## src/core/tcad_pkg.sv

```systemverilog
package tcad_pkg;
   // Register map of the command decoder, byte addresses
   localparam int          REG_AW         = 4;
   localparam logic [3:0]  ADDR_CTRL      = 4'h0;
   localparam logic [3:0]  ADDR_STAT      = 4'h4;
   localparam logic [3:0]  ADDR_CMDA      = 4'h8;
   localparam logic [3:0]  ADDR_SUM       = 4'hc;
   localparam int          CTRL_EN_BIT    = 0;
   localparam logic        CTRL_EN_RST    = 1'b1;
   localparam int          STAT_DONE_BIT  = 0;
   localparam int          STAT_ERR_BIT   = 1;
   localparam int          STAT_OPEN_BIT  = 2;
   localparam int          STAT_FIRST_BIT = 3;

   // End alignment codes and the matching word masks
   localparam logic [1:0]  ALIGN_4        = 2'h0;
   localparam logic [1:0]  ALIGN_16       = 2'h1;
   localparam logic [1:0]  ALIGN_32       = 2'h2;
   localparam logic [1:0]  ALIGN_RSVD     = 2'h3;
   localparam logic [10:0] MASK_4         = 11'h000;
   localparam logic [10:0] MASK_16        = 11'h003;
   localparam logic [10:0] MASK_32        = 11'h007;

   // First transmit command word
   typedef struct packed {
      logic        ioc;
      logic [4:0]  rsvdHi;
      logic [1:0]  endAlign;
      logic [2:0]  rsvdMid;
      logic [4:0]  startOffset;
      logic [1:0]  rsvdLo;
      logic        firstSeg;
      logic        lastSeg;
      logic        rsvdBit;
      logic [10:0] bufSize;
   } tcad_cmd_a_t;

   // One payload DWORD handed to the transmit path
   typedef struct packed {
      logic [31:0] data;
      logic [3:0]  byteEn;
      logic        first;
      logic        last;
   } tcad_beat_t;

   typedef enum {S_CMDA, S_CMDB, S_BODY} tcad_state_t;
endpackage

```

## src/core/tcad_tx_cmd_decoder.sv

```systemverilog
`timescale 1ns/1ps
// Functional notes
// - Command bit 31 raises the loaded flag when the whole buffer has arrived.
// - Padding DWORDs after the payload are dropped and never forwarded.
// - Alignment code 00 is 4 bytes, 01 is 16, 10 is 32, 11 reserved.
// - Bits 20:16 give the byte offset of the first byte sent; earlier bytes ignored.
// - Offset low bits pick the first byte lane; upper bits skip up to seven DWORDs.
// - Bit 13 marks the buffer as the first segment of a packet.
// - Bit 12 marks the buffer as the last segment, closing the packet.
// - Buffer sizes are summed per packet; mismatch with packet length sets error.
module tcad_tx_cmd_decoder
   import tcad_pkg::*;
(
   // Clock and reset
   input  wire logic              mclk,
   input  wire logic              resetn,
   // Transmit data FIFO write side
   input  wire logic              hostWrite,
   input  wire logic [31:0]       hostData,
   // Register port
   input  wire logic [REG_AW-1:0] regAddr,
   input  wire logic [31:0]       regWrData,
   input  wire logic              regWrite,
   input  wire logic              regRead,
   output logic      [31:0]       regRdData,
   // Payload towards the transmitter
   output logic                   outValid,
   output tcad_beat_t             outBeat,
   // Flags
   output logic                   txBufferLoadedFlag,
   output logic                   transmitErrorFlag,
   output logic                   firstSegmentMarker
);

   tcad_state_t state_reg;
   tcad_cmd_a_t cmd_reg;
   tcad_cmd_a_t cmdIn;
   logic        enable_reg;
   logic        doneSticky_reg;
   logic        pktOpen_reg;
   logic [10:0] pktLen_reg;
   logic [11:0] sum_reg;
   logic [10:0] wordIdx_reg;
   logic [10:0] skipWords_reg;
   logic [10:0] dataEnd_reg;
   logic [10:0] bufWords_reg;
   logic [1:0]  endLane_reg;

   logic        active;
   logic [1:0]  startLane;
   logic [10:0] dataWords;
   logic [10:0] rawWords;
   logic [10:0] alignMask;
   logic [10:0] bufWords_next;
   logic [11:0] sum_next;
   logic        bufDone;
   logic        inBody;
   logic        isData;
   logic        isFirstData;
   logic        isLastData;
   logic        errSet;
   logic        errClr;
   logic        doneClr;

   assign cmdIn     = tcad_cmd_a_t'(hostData);
   assign active    = hostWrite && enable_reg;
   assign startLane = cmd_reg.startOffset[1:0];

   // Buffer geometry, valid while the second command word arrives
   always_comb begin
      if (cmd_reg.bufSize == 11'h000) begin
         dataWords = 11'h000;
      end else begin
         dataWords = 11'((12'(cmd_reg.bufSize) + 12'(startLane) + 12'h003) >> 2);
      end
      rawWords = 11'(cmd_reg.startOffset[4:2]) + dataWords;
      case (cmd_reg.endAlign)
         ALIGN_4:  alignMask = MASK_4;
         ALIGN_16: alignMask = MASK_16;
         ALIGN_32: alignMask = MASK_32;
         default:  alignMask = MASK_4;
      endcase
      bufWords_next = (rawWords + alignMask) & ~alignMask;
   end

   assign inBody      = active && (state_reg == S_BODY);
   assign isData      = (wordIdx_reg >= skipWords_reg) && (wordIdx_reg < dataEnd_reg);
   assign isFirstData = (wordIdx_reg == skipWords_reg);
   assign isLastData  = (wordIdx_reg == dataEnd_reg - 11'h001);
   assign bufDone     = (active && (state_reg == S_CMDB) && (bufWords_next == 11'h000))
                        || (inBody && (wordIdx_reg == bufWords_reg - 11'h001));
   assign sum_next    = (cmd_reg.firstSeg ? 12'h000 : sum_reg) + 12'(cmd_reg.bufSize);

   // Command parser
   always_ff @(posedge mclk) begin
      if (!resetn || !enable_reg) begin
         state_reg <= S_CMDA;
      end else if (hostWrite) begin
         case (state_reg)
            S_CMDA: state_reg <= S_CMDB;
            S_CMDB: state_reg <= (bufWords_next == 11'h000) ? S_CMDA : S_BODY;
            S_BODY: state_reg <= bufDone ? S_CMDA : S_BODY;
            default: state_reg <= S_CMDA;
         endcase
      end
   end

   always_ff @(posedge mclk) begin
      if (!resetn) begin
         cmd_reg <= '0;
      end else if (active && state_reg == S_CMDA) begin
         cmd_reg <= cmdIn;
      end
   end

   // Word counter and per-buffer geometry
   always_ff @(posedge mclk) begin
      if (!resetn) begin
         wordIdx_reg   <= 11'h000;
         skipWords_reg <= 11'h000;
         dataEnd_reg   <= 11'h000;
         bufWords_reg  <= 11'h000;
         endLane_reg   <= 2'h0;
      end else if (active && state_reg == S_CMDB) begin
         wordIdx_reg   <= 11'h000;
         skipWords_reg <= 11'(cmd_reg.startOffset[4:2]);
         dataEnd_reg   <= rawWords;
         bufWords_reg  <= bufWords_next;
         endLane_reg   <= 2'(startLane + cmd_reg.bufSize[1:0] - 2'h1);
      end else if (inBody) begin
         wordIdx_reg <= wordIdx_reg + 11'h001;
      end
   end

   // Payload beats; skipped and pad words produce none
   always_ff @(posedge mclk) begin
      if (!resetn) begin
         outValid <= 1'b0;
         outBeat  <= '0;
      end else begin
         outValid <= inBody && isData;
         if (inBody && isData) begin
            outBeat.data   <= hostData;
            outBeat.byteEn <= (isFirstData ? (4'hf << startLane) : 4'hf)
                              & (isLastData ? (4'hf >> (2'h3 - endLane_reg)) : 4'hf);
            outBeat.first  <= isFirstData && cmd_reg.firstSeg;
            outBeat.last   <= isLastData && cmd_reg.lastSeg;
         end
      end
   end

   // Packet tracking across buffers
   always_ff @(posedge mclk) begin
      if (!resetn) begin
         pktOpen_reg <= 1'b0;
         pktLen_reg  <= 11'h000;
         sum_reg     <= 12'h000;
      end else begin
         if (active && state_reg == S_CMDB && cmd_reg.firstSeg) begin
            pktLen_reg <= hostData[10:0];
         end
         if (bufDone) begin
            sum_reg     <= sum_next;
            pktOpen_reg <= !cmd_reg.lastSeg;
         end else if (active && state_reg == S_CMDB && cmd_reg.firstSeg) begin
            pktOpen_reg <= 1'b1;
         end
      end
   end

   // Error sources
   always_comb begin
      errSet = 1'b0;
      if (active && state_reg == S_CMDA) begin
         errSet = (cmdIn.endAlign == ALIGN_RSVD)
                  || (cmdIn.rsvdHi != 5'h00) || (cmdIn.rsvdMid != 3'h0);
      end
      if (active && state_reg == S_CMDB) begin
         if (cmd_reg.firstSeg) begin
            errSet = pktOpen_reg;
         end else begin
            errSet = !pktOpen_reg || (hostData[10:0] != pktLen_reg);
         end
      end
      // Packet length sits on the bus only while command B is taken
      if (bufDone && cmd_reg.lastSeg && state_reg == S_CMDB) begin
         errSet = errSet || (sum_next != 12'(hostData[10:0]));
      end
      if (bufDone && cmd_reg.lastSeg && state_reg == S_BODY) begin
         errSet = errSet || (sum_next != 12'(pktLen_reg));
      end
   end

   assign errClr  = regWrite && regAddr == ADDR_STAT && regWrData[STAT_ERR_BIT];
   assign doneClr = regWrite && regAddr == ADDR_STAT && regWrData[STAT_DONE_BIT];

   // Sticky flags, set beats clear
   always_ff @(posedge mclk) begin
      if (!resetn) begin
         transmitErrorFlag <= 1'b0;
         doneSticky_reg    <= 1'b0;
      end else begin
         transmitErrorFlag <= errSet || (transmitErrorFlag && !errClr);
         doneSticky_reg    <= (bufDone && cmd_reg.ioc) || (doneSticky_reg && !doneClr);
      end
   end

   always_ff @(posedge mclk) begin
      if (!resetn) begin
         txBufferLoadedFlag <= 1'b0;
         firstSegmentMarker <= 1'b0;
      end else begin
         txBufferLoadedFlag <= bufDone && cmd_reg.ioc;
         firstSegmentMarker <= (state_reg != S_CMDA) && cmd_reg.firstSeg;
      end
   end

   // Register port
   always_ff @(posedge mclk) begin
      if (!resetn) begin
         enable_reg <= CTRL_EN_RST;
      end else if (regWrite && regAddr == ADDR_CTRL) begin
         enable_reg <= regWrData[CTRL_EN_BIT];
      end
   end

   always_ff @(posedge mclk) begin
      if (!resetn) begin
         regRdData <= 32'h0000_0000;
      end else begin
         regRdData <= 32'h0000_0000;
         if (regRead) begin
            case (regAddr)
               ADDR_CTRL: regRdData[CTRL_EN_BIT] <= enable_reg;
               ADDR_STAT: begin
                  regRdData[STAT_DONE_BIT]  <= doneSticky_reg;
                  regRdData[STAT_ERR_BIT]   <= transmitErrorFlag;
                  regRdData[STAT_OPEN_BIT]  <= pktOpen_reg;
                  regRdData[STAT_FIRST_BIT] <= firstSegmentMarker;
               end
               ADDR_CMDA: regRdData <= 32'(cmd_reg);
               ADDR_SUM:  regRdData <= 32'(sum_reg);
               default:   regRdData <= 32'h0000_0000;
            endcase
         end
      end
   end

   // Checks
   loaded_flag_a: assert property (@(posedge mclk) disable iff (!resetn)
      bufDone && cmd_reg.ioc |=> txBufferLoadedFlag && doneSticky_reg)
      else $error("loaded flag missing after buffer end");

   pad_drop_a: assert property (@(posedge mclk) disable iff (!resetn)
      inBody && (wordIdx_reg >= dataEnd_reg) |=> !outValid)
      else $error("pad word forwarded");

   align_code_a: assert property (@(posedge mclk) disable iff (!resetn)
      active && state_reg == S_CMDA && cmdIn.endAlign == ALIGN_RSVD |=> transmitErrorFlag)
      else $error("reserved alignment not flagged");

   first_lane_a: assert property (@(posedge mclk) disable iff (!resetn)
      inBody && isData && isFirstData && !isLastData
      |=> outValid && outBeat.byteEn == (4'hf << $past(startLane)))
      else $error("first byte lane wrong");

   skip_words_a: assert property (@(posedge mclk) disable iff (!resetn)
      inBody && wordIdx_reg < 11'(cmd_reg.startOffset[4:2]) |=> !outValid)
      else $error("skipped DWORD forwarded");

   first_seg_a: assert property (@(posedge mclk) disable iff (!resetn)
      outValid && outBeat.first |-> $past(cmd_reg.firstSeg) && $past(isFirstData))
      else $error("first marker without segment bit");

   last_seg_a: assert property (@(posedge mclk) disable iff (!resetn)
      bufDone && cmd_reg.lastSeg |=> !pktOpen_reg)
      else $error("packet not closed by last segment");

   length_check_a: assert property (@(posedge mclk) disable iff (!resetn)
      bufDone && cmd_reg.lastSeg && state_reg == S_BODY && sum_next != 12'(pktLen_reg)
      |=> transmitErrorFlag)
      else $error("length mismatch not flagged");

   pad_count_a: assert property (@(posedge mclk) disable iff (!resetn)
      active && state_reg == S_CMDB |=> (bufWords_reg & $past(alignMask)) == 11'h000
      && bufWords_reg >= dataEnd_reg)
      else $error("buffer word count not aligned");

   loaded_source_a: assert property (@(posedge mclk) disable iff (!resetn)
      txBufferLoadedFlag |-> $past(bufDone) && $past(cmd_reg.ioc))
      else $error("loaded flag without finished buffer");

   lane_nonzero_a: assert property (@(posedge mclk) disable iff (!resetn)
      outValid |-> outBeat.byteEn != 4'h0)
      else $error("beat with no valid byte");

   last_beat_a: assert property (@(posedge mclk) disable iff (!resetn)
      outValid && outBeat.last |-> $past(cmd_reg.lastSeg) && $past(isLastData))
      else $error("last marker without segment bit");

endmodule // tcad_tx_cmd_decoder

```

## config.mk

```make
export PLATFORM = sky130hd
export DESIGN_NAME = tcad_tx_cmd_decoder
export DESIGN_NICKNAME = d
export VERILOG_FILES = /design/src/core/tcad_pkg.sv /design/src/core/tcad_tx_cmd_decoder.sv
export SDC_FILE = /design/constraint.sdc
export NUM_CORES = 1
export LEC_CHECK = 0
export ABC_CLOCK_PERIOD_IN_PS = 4700
export BUFFER_PORTS_ARGS = -buffer_cell sky130_fd_sc_hd__buf_2
export CAP_MARGIN = 20
export CORE_ASPECT_RATIO = 1.2
export CORE_MARGIN = 2
export CORE_UTILIZATION = 50
export CTS_CLUSTER_DIAMETER = 100
export CTS_CLUSTER_SIZE = 30
export DETAILED_ROUTE_END_ITERATION = 8
export PLACE_DENSITY = 0.84
export SYNTH_ARGS = -nofsm -noshare
export SYNTH_HDL_FRONTEND = slang
export SYNTH_SLANG_ARGS = --single-unit
```

## constraint.sdc

```tcl
create_clock -name mclk -period 4.7 [get_ports mclk]
set_input_delay 0.94 -clock mclk [delete_from_list [all_inputs] [get_ports mclk]]
set_output_delay 0.94 -clock mclk [all_outputs]
set_load 0.01 [all_outputs]
```

* After elaboration in Yosys (flattened, before gate mapping)
Index checks and enable logic that the tools add are counted.
Operators by class: $mul 0, bitwise logic cells 4, divide/modulo/power cells 0, equality and inequality tests 16, shifts and indexed selects 2, reduce and logical (&&, ||, !) cells 48, add/subtract/negate cells 11, multiplexer cells 18, $lt $le $gt $ge 2
Operator list (number):
- 32-bit by 2-bit equality test with 1-bit output, second input constant | 2
- 32-bit zero test | 2
- 28-bit case mux with 2 select lines | 1
- 32-bit by 1-bit equality test with 1-bit output, second input constant | 1
- 32-bit by 3-bit equality test with 1-bit output, second input constant | 1
- 32-bit nonzero test | 1
- 12-bit by 11-bit != test with 1-bit output | 2
- 11-bit equality test | 2
- 1-bit logical AND | 22
- 11-bit zero test | 2
- 11-bit by 1-bit subtractor with 11-bit output, second input constant | 2
- 11-bit by 2-bit adder with 12-bit output | 1
- 12-bit by 11-bit adder with 12-bit output | 1
- 12-bit by 2-bit adder with 12-bit output, second input constant | 1
- 12-bit two-way mux | 1
- 11-bit by 1-bit adder with 11-bit output, second input constant | 1
- 11-bit adder | 1
- 3-bit by 10-bit adder with 11-bit output | 1
- 11-bit bitwise AND | 1
- 11-bit by 3-bit equality test with 1-bit output | 1
- 11-bit by 3-bit greater-or-equal comparator with 1-bit output | 1
- 11-bit < comparator | 1
- 11-bit != test | 1
- 11-bit inverter | 1
- 27 further kinds | 50
Word-level totals: register bits 202, bits in latches 0, word-level logic and storage cells 131, memories 0, ROM bits 0, RAM bits 0

* Longest topological paths before layout
word-level depth 15, gate-level depth with buffers 22

* Worst setup path before layout
Ideal clock, no wire load.
kind register -> register, from reg cmd_reg[1] in the netlist's numbering, to reg sum_reg[9], clock period less this slack 4.739 ns, path buffers 1, slack -0.039 ns, required time 4.572 ns, stages on the path, launching flop included 22, arrival 4.612 ns, library setup time 0.128 ns, cells stage by stage dfxtp_1 inv_1 ha_1 inv_1 ha_1 inv_1 fa_1 nor2_1 ha_1 inv_1 fa_1 inv_1 fa_1 a21oi_1 o21ai_0 a222oi_1 xor2_1 nand3_1 o41ai_4 buf_6 mux2i_1 nor2_1
On the way: word-level cells in the longest chain between the ends 9
Ends and longest elaborated chain:
- from (decl) | line tcad_tx_cmd_decoder.sv:36 | tcad_cmd_a_t cmd_reg;
- from (signal assigned) | line tcad_tx_cmd_decoder.sv:112 | cmd_reg <= cmdIn;
- 11-bit by 2-bit adder with 12-bit output | line tcad_tx_cmd_decoder.sv:74 | dataWords = 11'((12'(cmd_reg.bufSize) + 12'(startLane) + 12'h003) >> 2);
- 12-bit by 2-bit adder with 12-bit output | line tcad_tx_cmd_decoder.sv:74
- 10-bit two-way mux * | line tcad_tx_cmd_decoder.sv:71 | if (cmd_reg.bufSize == 11'h000) begin
- 3-bit by 10-bit adder with 11-bit output * | line tcad_tx_cmd_decoder.sv:76 | rawWords = 11'(cmd_reg.startOffset[4:2]) + dataWords;
- via rawWords[1] | line tcad_tx_cmd_decoder.sv:52 | logic [10:0] rawWords;
- 11-bit adder * | line tcad_tx_cmd_decoder.sv:83 | bufWords_next = (rawWords + alignMask) & ~alignMask;
- 11-bit bitwise AND * | line tcad_tx_cmd_decoder.sv:83
- 11-bit zero test * | line tcad_tx_cmd_decoder.sv:90 | assign bufDone = (active && (state_reg == S_CMDB) && (bufWords_next == 11'h000))
- 1-bit logical AND * | line tcad_tx_cmd_decoder.sv:90
- 1-bit logical OR * | line tcad_tx_cmd_decoder.sv:91 | || (inBody && (wordIdx_reg == bufWords_reg - 11'h001));
- to (signal assigned) | line tcad_tx_cmd_decoder.sv:163 | sum_reg <= sum_next;
- to (decl) | line tcad_tx_cmd_decoder.sv:42 | logic [11:0] sum_reg;
Mark *: on every way through the listed nets, which the timed path passes. The rest lies on a longest branch. A chain may end at the register's enable or synchronous reset.

* Worst setup path in the final report
from reg cmd_reg[1] in the netlist's numbering, to reg sum_reg[0]
The elaborated chain is that of the path after synthesis.

==> out/qor.yml <==
floorplanning:
  die_h_um: 154
  initial_core_util_pct: 51.3
  die_area_um2: 19900
  core-area_um2: 18300
  die_x_um: 129
  rows: 54
  num_io_pins: 147
power:
  switching_share_pct: 29.9
  peakVddDrop_mv: 0.275
  power.internal_mw: 2.56
  p_comb_share_pct: 18.9
  p_clk_share_pct: 38.7
  power.density_nw_per_um2: 332
  p_seq_share_pct: 42.5
  p_switching_mw: 1.09
  cellLeakagePower_nw: 4.51
clocking:
  clk-insertion-delay-late_ns: 0.44
  clk_pin_slew_ns: 0.07
  htreeDepth: 4
  clkSinkCount: 172
  clock_path_buffers: 2
  clockRootBuffer: "clkbuf_16"
  cts_made_buffers: 17
  holdBufCountCts: 0
  cts_tree: "built"
critical_path:
  cp-end-kind: "flip-flop"
  critPathMaxFanout: 5
  worst_setup_path_start_kind: "flip-flop"
  critPathKind: "flip-flop to flip-flop"
  crit_required_ns: 4.99
  cp.arrival_ns: 5.18
  rrSetupSlack_ns: -0.19
yosys:
  yosys_warnings: 0
  yosysSeqAreaShare_pct: 36.6
  synth_top_area_share_pct: 36.6
  synth-main-ff-cell: "dfxtp_1"
  synth_seq_cells: 172
  synth_edf_count: 0
  syn_inst: 1123
  netlist_area_um2: 9400
  yosysTopAreaCell: "dfxtp_1"
  synth.distinct_cells: 77
  synthTopCellsByArea: "dfxtp_1, nand2_1, mux2i_1"
  async_flop_share_pct: 0
  syn_avg_cell_area_um2: 8.37
  synth_nets: 1238
routing:
  drcViolationCount: 0
  wl_per_cell_um: 17.4
  drtAntennaViolNets: 0
  drt-initial-drc-count: 674
  first_pass_iters: 5
  wirelength_um: 26100
  vias_per_cell: 5.75
  vias: 8588
placement:
  gp_congestion: 0.961
  pre_cts_slack_ns: -0.104
  port_buffers: 116
  post-dp-hpwl_um: 18700
  dp_cells: 1450
global_routing:
  antenna_found_initial: 1
  gr-usage-all-layers_pct: 25.8
  grt_pass1_wl_um: 40700
  grt_pass1_vias: 8093
  grt_max_degree: 68
  overflow: 0
timing:
  setup_viol: 15
  drv_slew: 0
  hold_viol_final: 0
  rsz0062_at_grt: "yes"
  maxSlewHeadroom_pct: 30.6
  fin_ws_ns: -0.190
  clock_skew_ns: 0.0103
  worst-slew-pin-transition_ns: 1.04
  setup_tns_ns: -2.18
  min_period_ns: 4.89
  period_share_pct: 104
  clock.fmax_ghz: 0.205
  whs_ns: 0.452
layout:
  fin_nets: 1343
  drive_above_1_share_pct: 18.5
  area_delta_synth_final_pct: 16.9
  largest_reg_flops: 38
  fin_cells: 1494
status:
  status: "finished, violations left"
  violations: "setup timing"
worst_hold_path:
  hold_class: "flip-flop to flip-flop"
flow_run:
  cap_violations: 0
-- Yosys cell counts, types with 9 or more instances --
cell type / number
nor4_1: 14
a22oi_1: 14
nor2b_1: 22
xor2_1: 35
xnor2_1: 54
dfxtp_1: 172
inv_1: 38
nand2_1: 160
ha_1: 38
nand3_1: 22
or3_1: 9
o21ai_0: 25
nor2_1: 111
and2_1: 23
nor3_1: 15
mux2i_1: 54
and3_1: 10
nand4_1: 13
o211ai_1: 13
a21oi_1: 95
clkbuf_1: 59
a211oi_1: 12
-- worst paths after layout --
path                             startpoint     endpoint  cells after the start
worst max-delay path             cmd_reg[1]   sum_reg[0]                     21
worst min-delay path            cmd_reg[27]  cmd_reg[27]                      2
worst min register to register  cmd_reg[27]  cmd_reg[27]                      2
worst max register to register   cmd_reg[1]   sum_reg[0]                     21
-- worst max-delay path, cell delays in order (launching register included) --
cell and delay (ns):
dfxtp_2 0.33, inv_2 0.04, ha_4 0.25, inv_2 0.04, ha_4 0.15, inv_2 0.06, fa_2 0.42, nor2_2 0.14
ha_2 0.21, inv_2 0.05, fa_1 0.58, inv_2 0.07, fa_2 0.40, a21oi_2 0.15, o21ai_1 0.10, a222oi_1 0.40
xor2_1 0.30, nand3_2 0.15, o41ai_4 0.46, buf_6 0.20, mux2i_1 0.19, nor2_1 0.06
-- cell usage in the layout, fill, tap and decap left out, types with 9 or more instances in the layout --
cell type | netlist | final
a211oi_1 | 12 | 12
a21oi_1 | 95 | 94
a22oi_1 | 14 | 14
and2_1 | 23 | 23
and3_1 | 10 | 10
buf_2 | 3 | 117
buf_4 | 1 | 33
clkbuf_16 | 0 | 17
dfxtp_1 | 172 | 169
ha_1 | 38 | 33
inv_1 | 38 | 29
mux2i_1 | 54 | 54
nand2_1 | 160 | 160
nand3_1 | 22 | 21
nand4_1 | 13 | 13
nor2_1 | 111 | 108
nor2b_1 | 22 | 22
nor3_1 | 15 | 15
nor4_1 | 14 | 14
o211ai_1 | 13 | 13
o21ai_0 | 25 | 24
or3_1 | 9 | 9
xnor2_1 | 54 | 53
xor2_1 | 35 | 35
-- power groups by stage --
stage	sequential, mW	clock, mW	combinational (mW)
final	1.55	1.41	0.689
after global routing	1.56	1.48	0.754
after CTS	1.55	1.41	0.643
after detailed placement	1.58	0	0.624
after global placement	1.58	0	0.608
after floorplan	1.57	0	0.457
-- metal layers --
| metal | vias to the layer above | share of wire, % | global-route usage, % | wire [um] |
|---|---|---|---|---|
| li1 | 4100 | - | - | - |
| met1 | 4055 | 39 | 30.5 | 10300 |
| met2 | 354 | 51 | 44.8 | 13200 |
| met3 | 79 | 5.8 | 4.67 | 1520 |
| met4 | 0 | 4.3 | 12.3 | 1120 |
| met5 | - | 0 | 0 | 0 |
-- final cells by class --
class / instances / area, um2
Antenna cell: 1 / 2.50
Clock buffer: 19 / 443
Clock inverter: 13 / 144
Fill cell: 1574 / 7320
Inverter: 38 / 144
Multi-Input combinational cell: 846 / 5610
Sequential cell: 172 / 3450
Tap cell: 252 / 315
Timing Repair Buffer: 153 / 883
-- repair_timing --
action / CTS / global route
gates resized for setup: 5 / 19
pin swaps: 5 / 15
setup buffers: 6 / 6
endpoints found under the setup margin: 14 / 18
cloned: 1 / 0
-- metrics by stage --
stage	utilization, %	power, mW	instance area (um2)
2_1_floorplan	-	2.03	9410
3_3_place_gp	55.9	2.19	10200
3_5_place_dp	55.9	2.21	10200
4_1_cts	59.4	3.61	10900
5_1_grt	60.0	3.79	11000
6_report	60.0	3.65	11000
-- cell families (layout without fill, tap and decap cells) --
logic type / after synthesis / after routing / synth area share, %
mux: 59 / 59 / 6.47
buf+inv: 105 / 223 / 4.51
simple gates: 431 / 431 / 21.6
flops: 172 / 172 / 36.6
fa+ha+maj: 42 / 42 / 5.91
xor+xnor: 96 / 96 / 9.82
other cells: 0 / 1 / 0
compound gates: 218 / 218 / 15.0
Note: power is estimated with default switching activity, not from simulation.
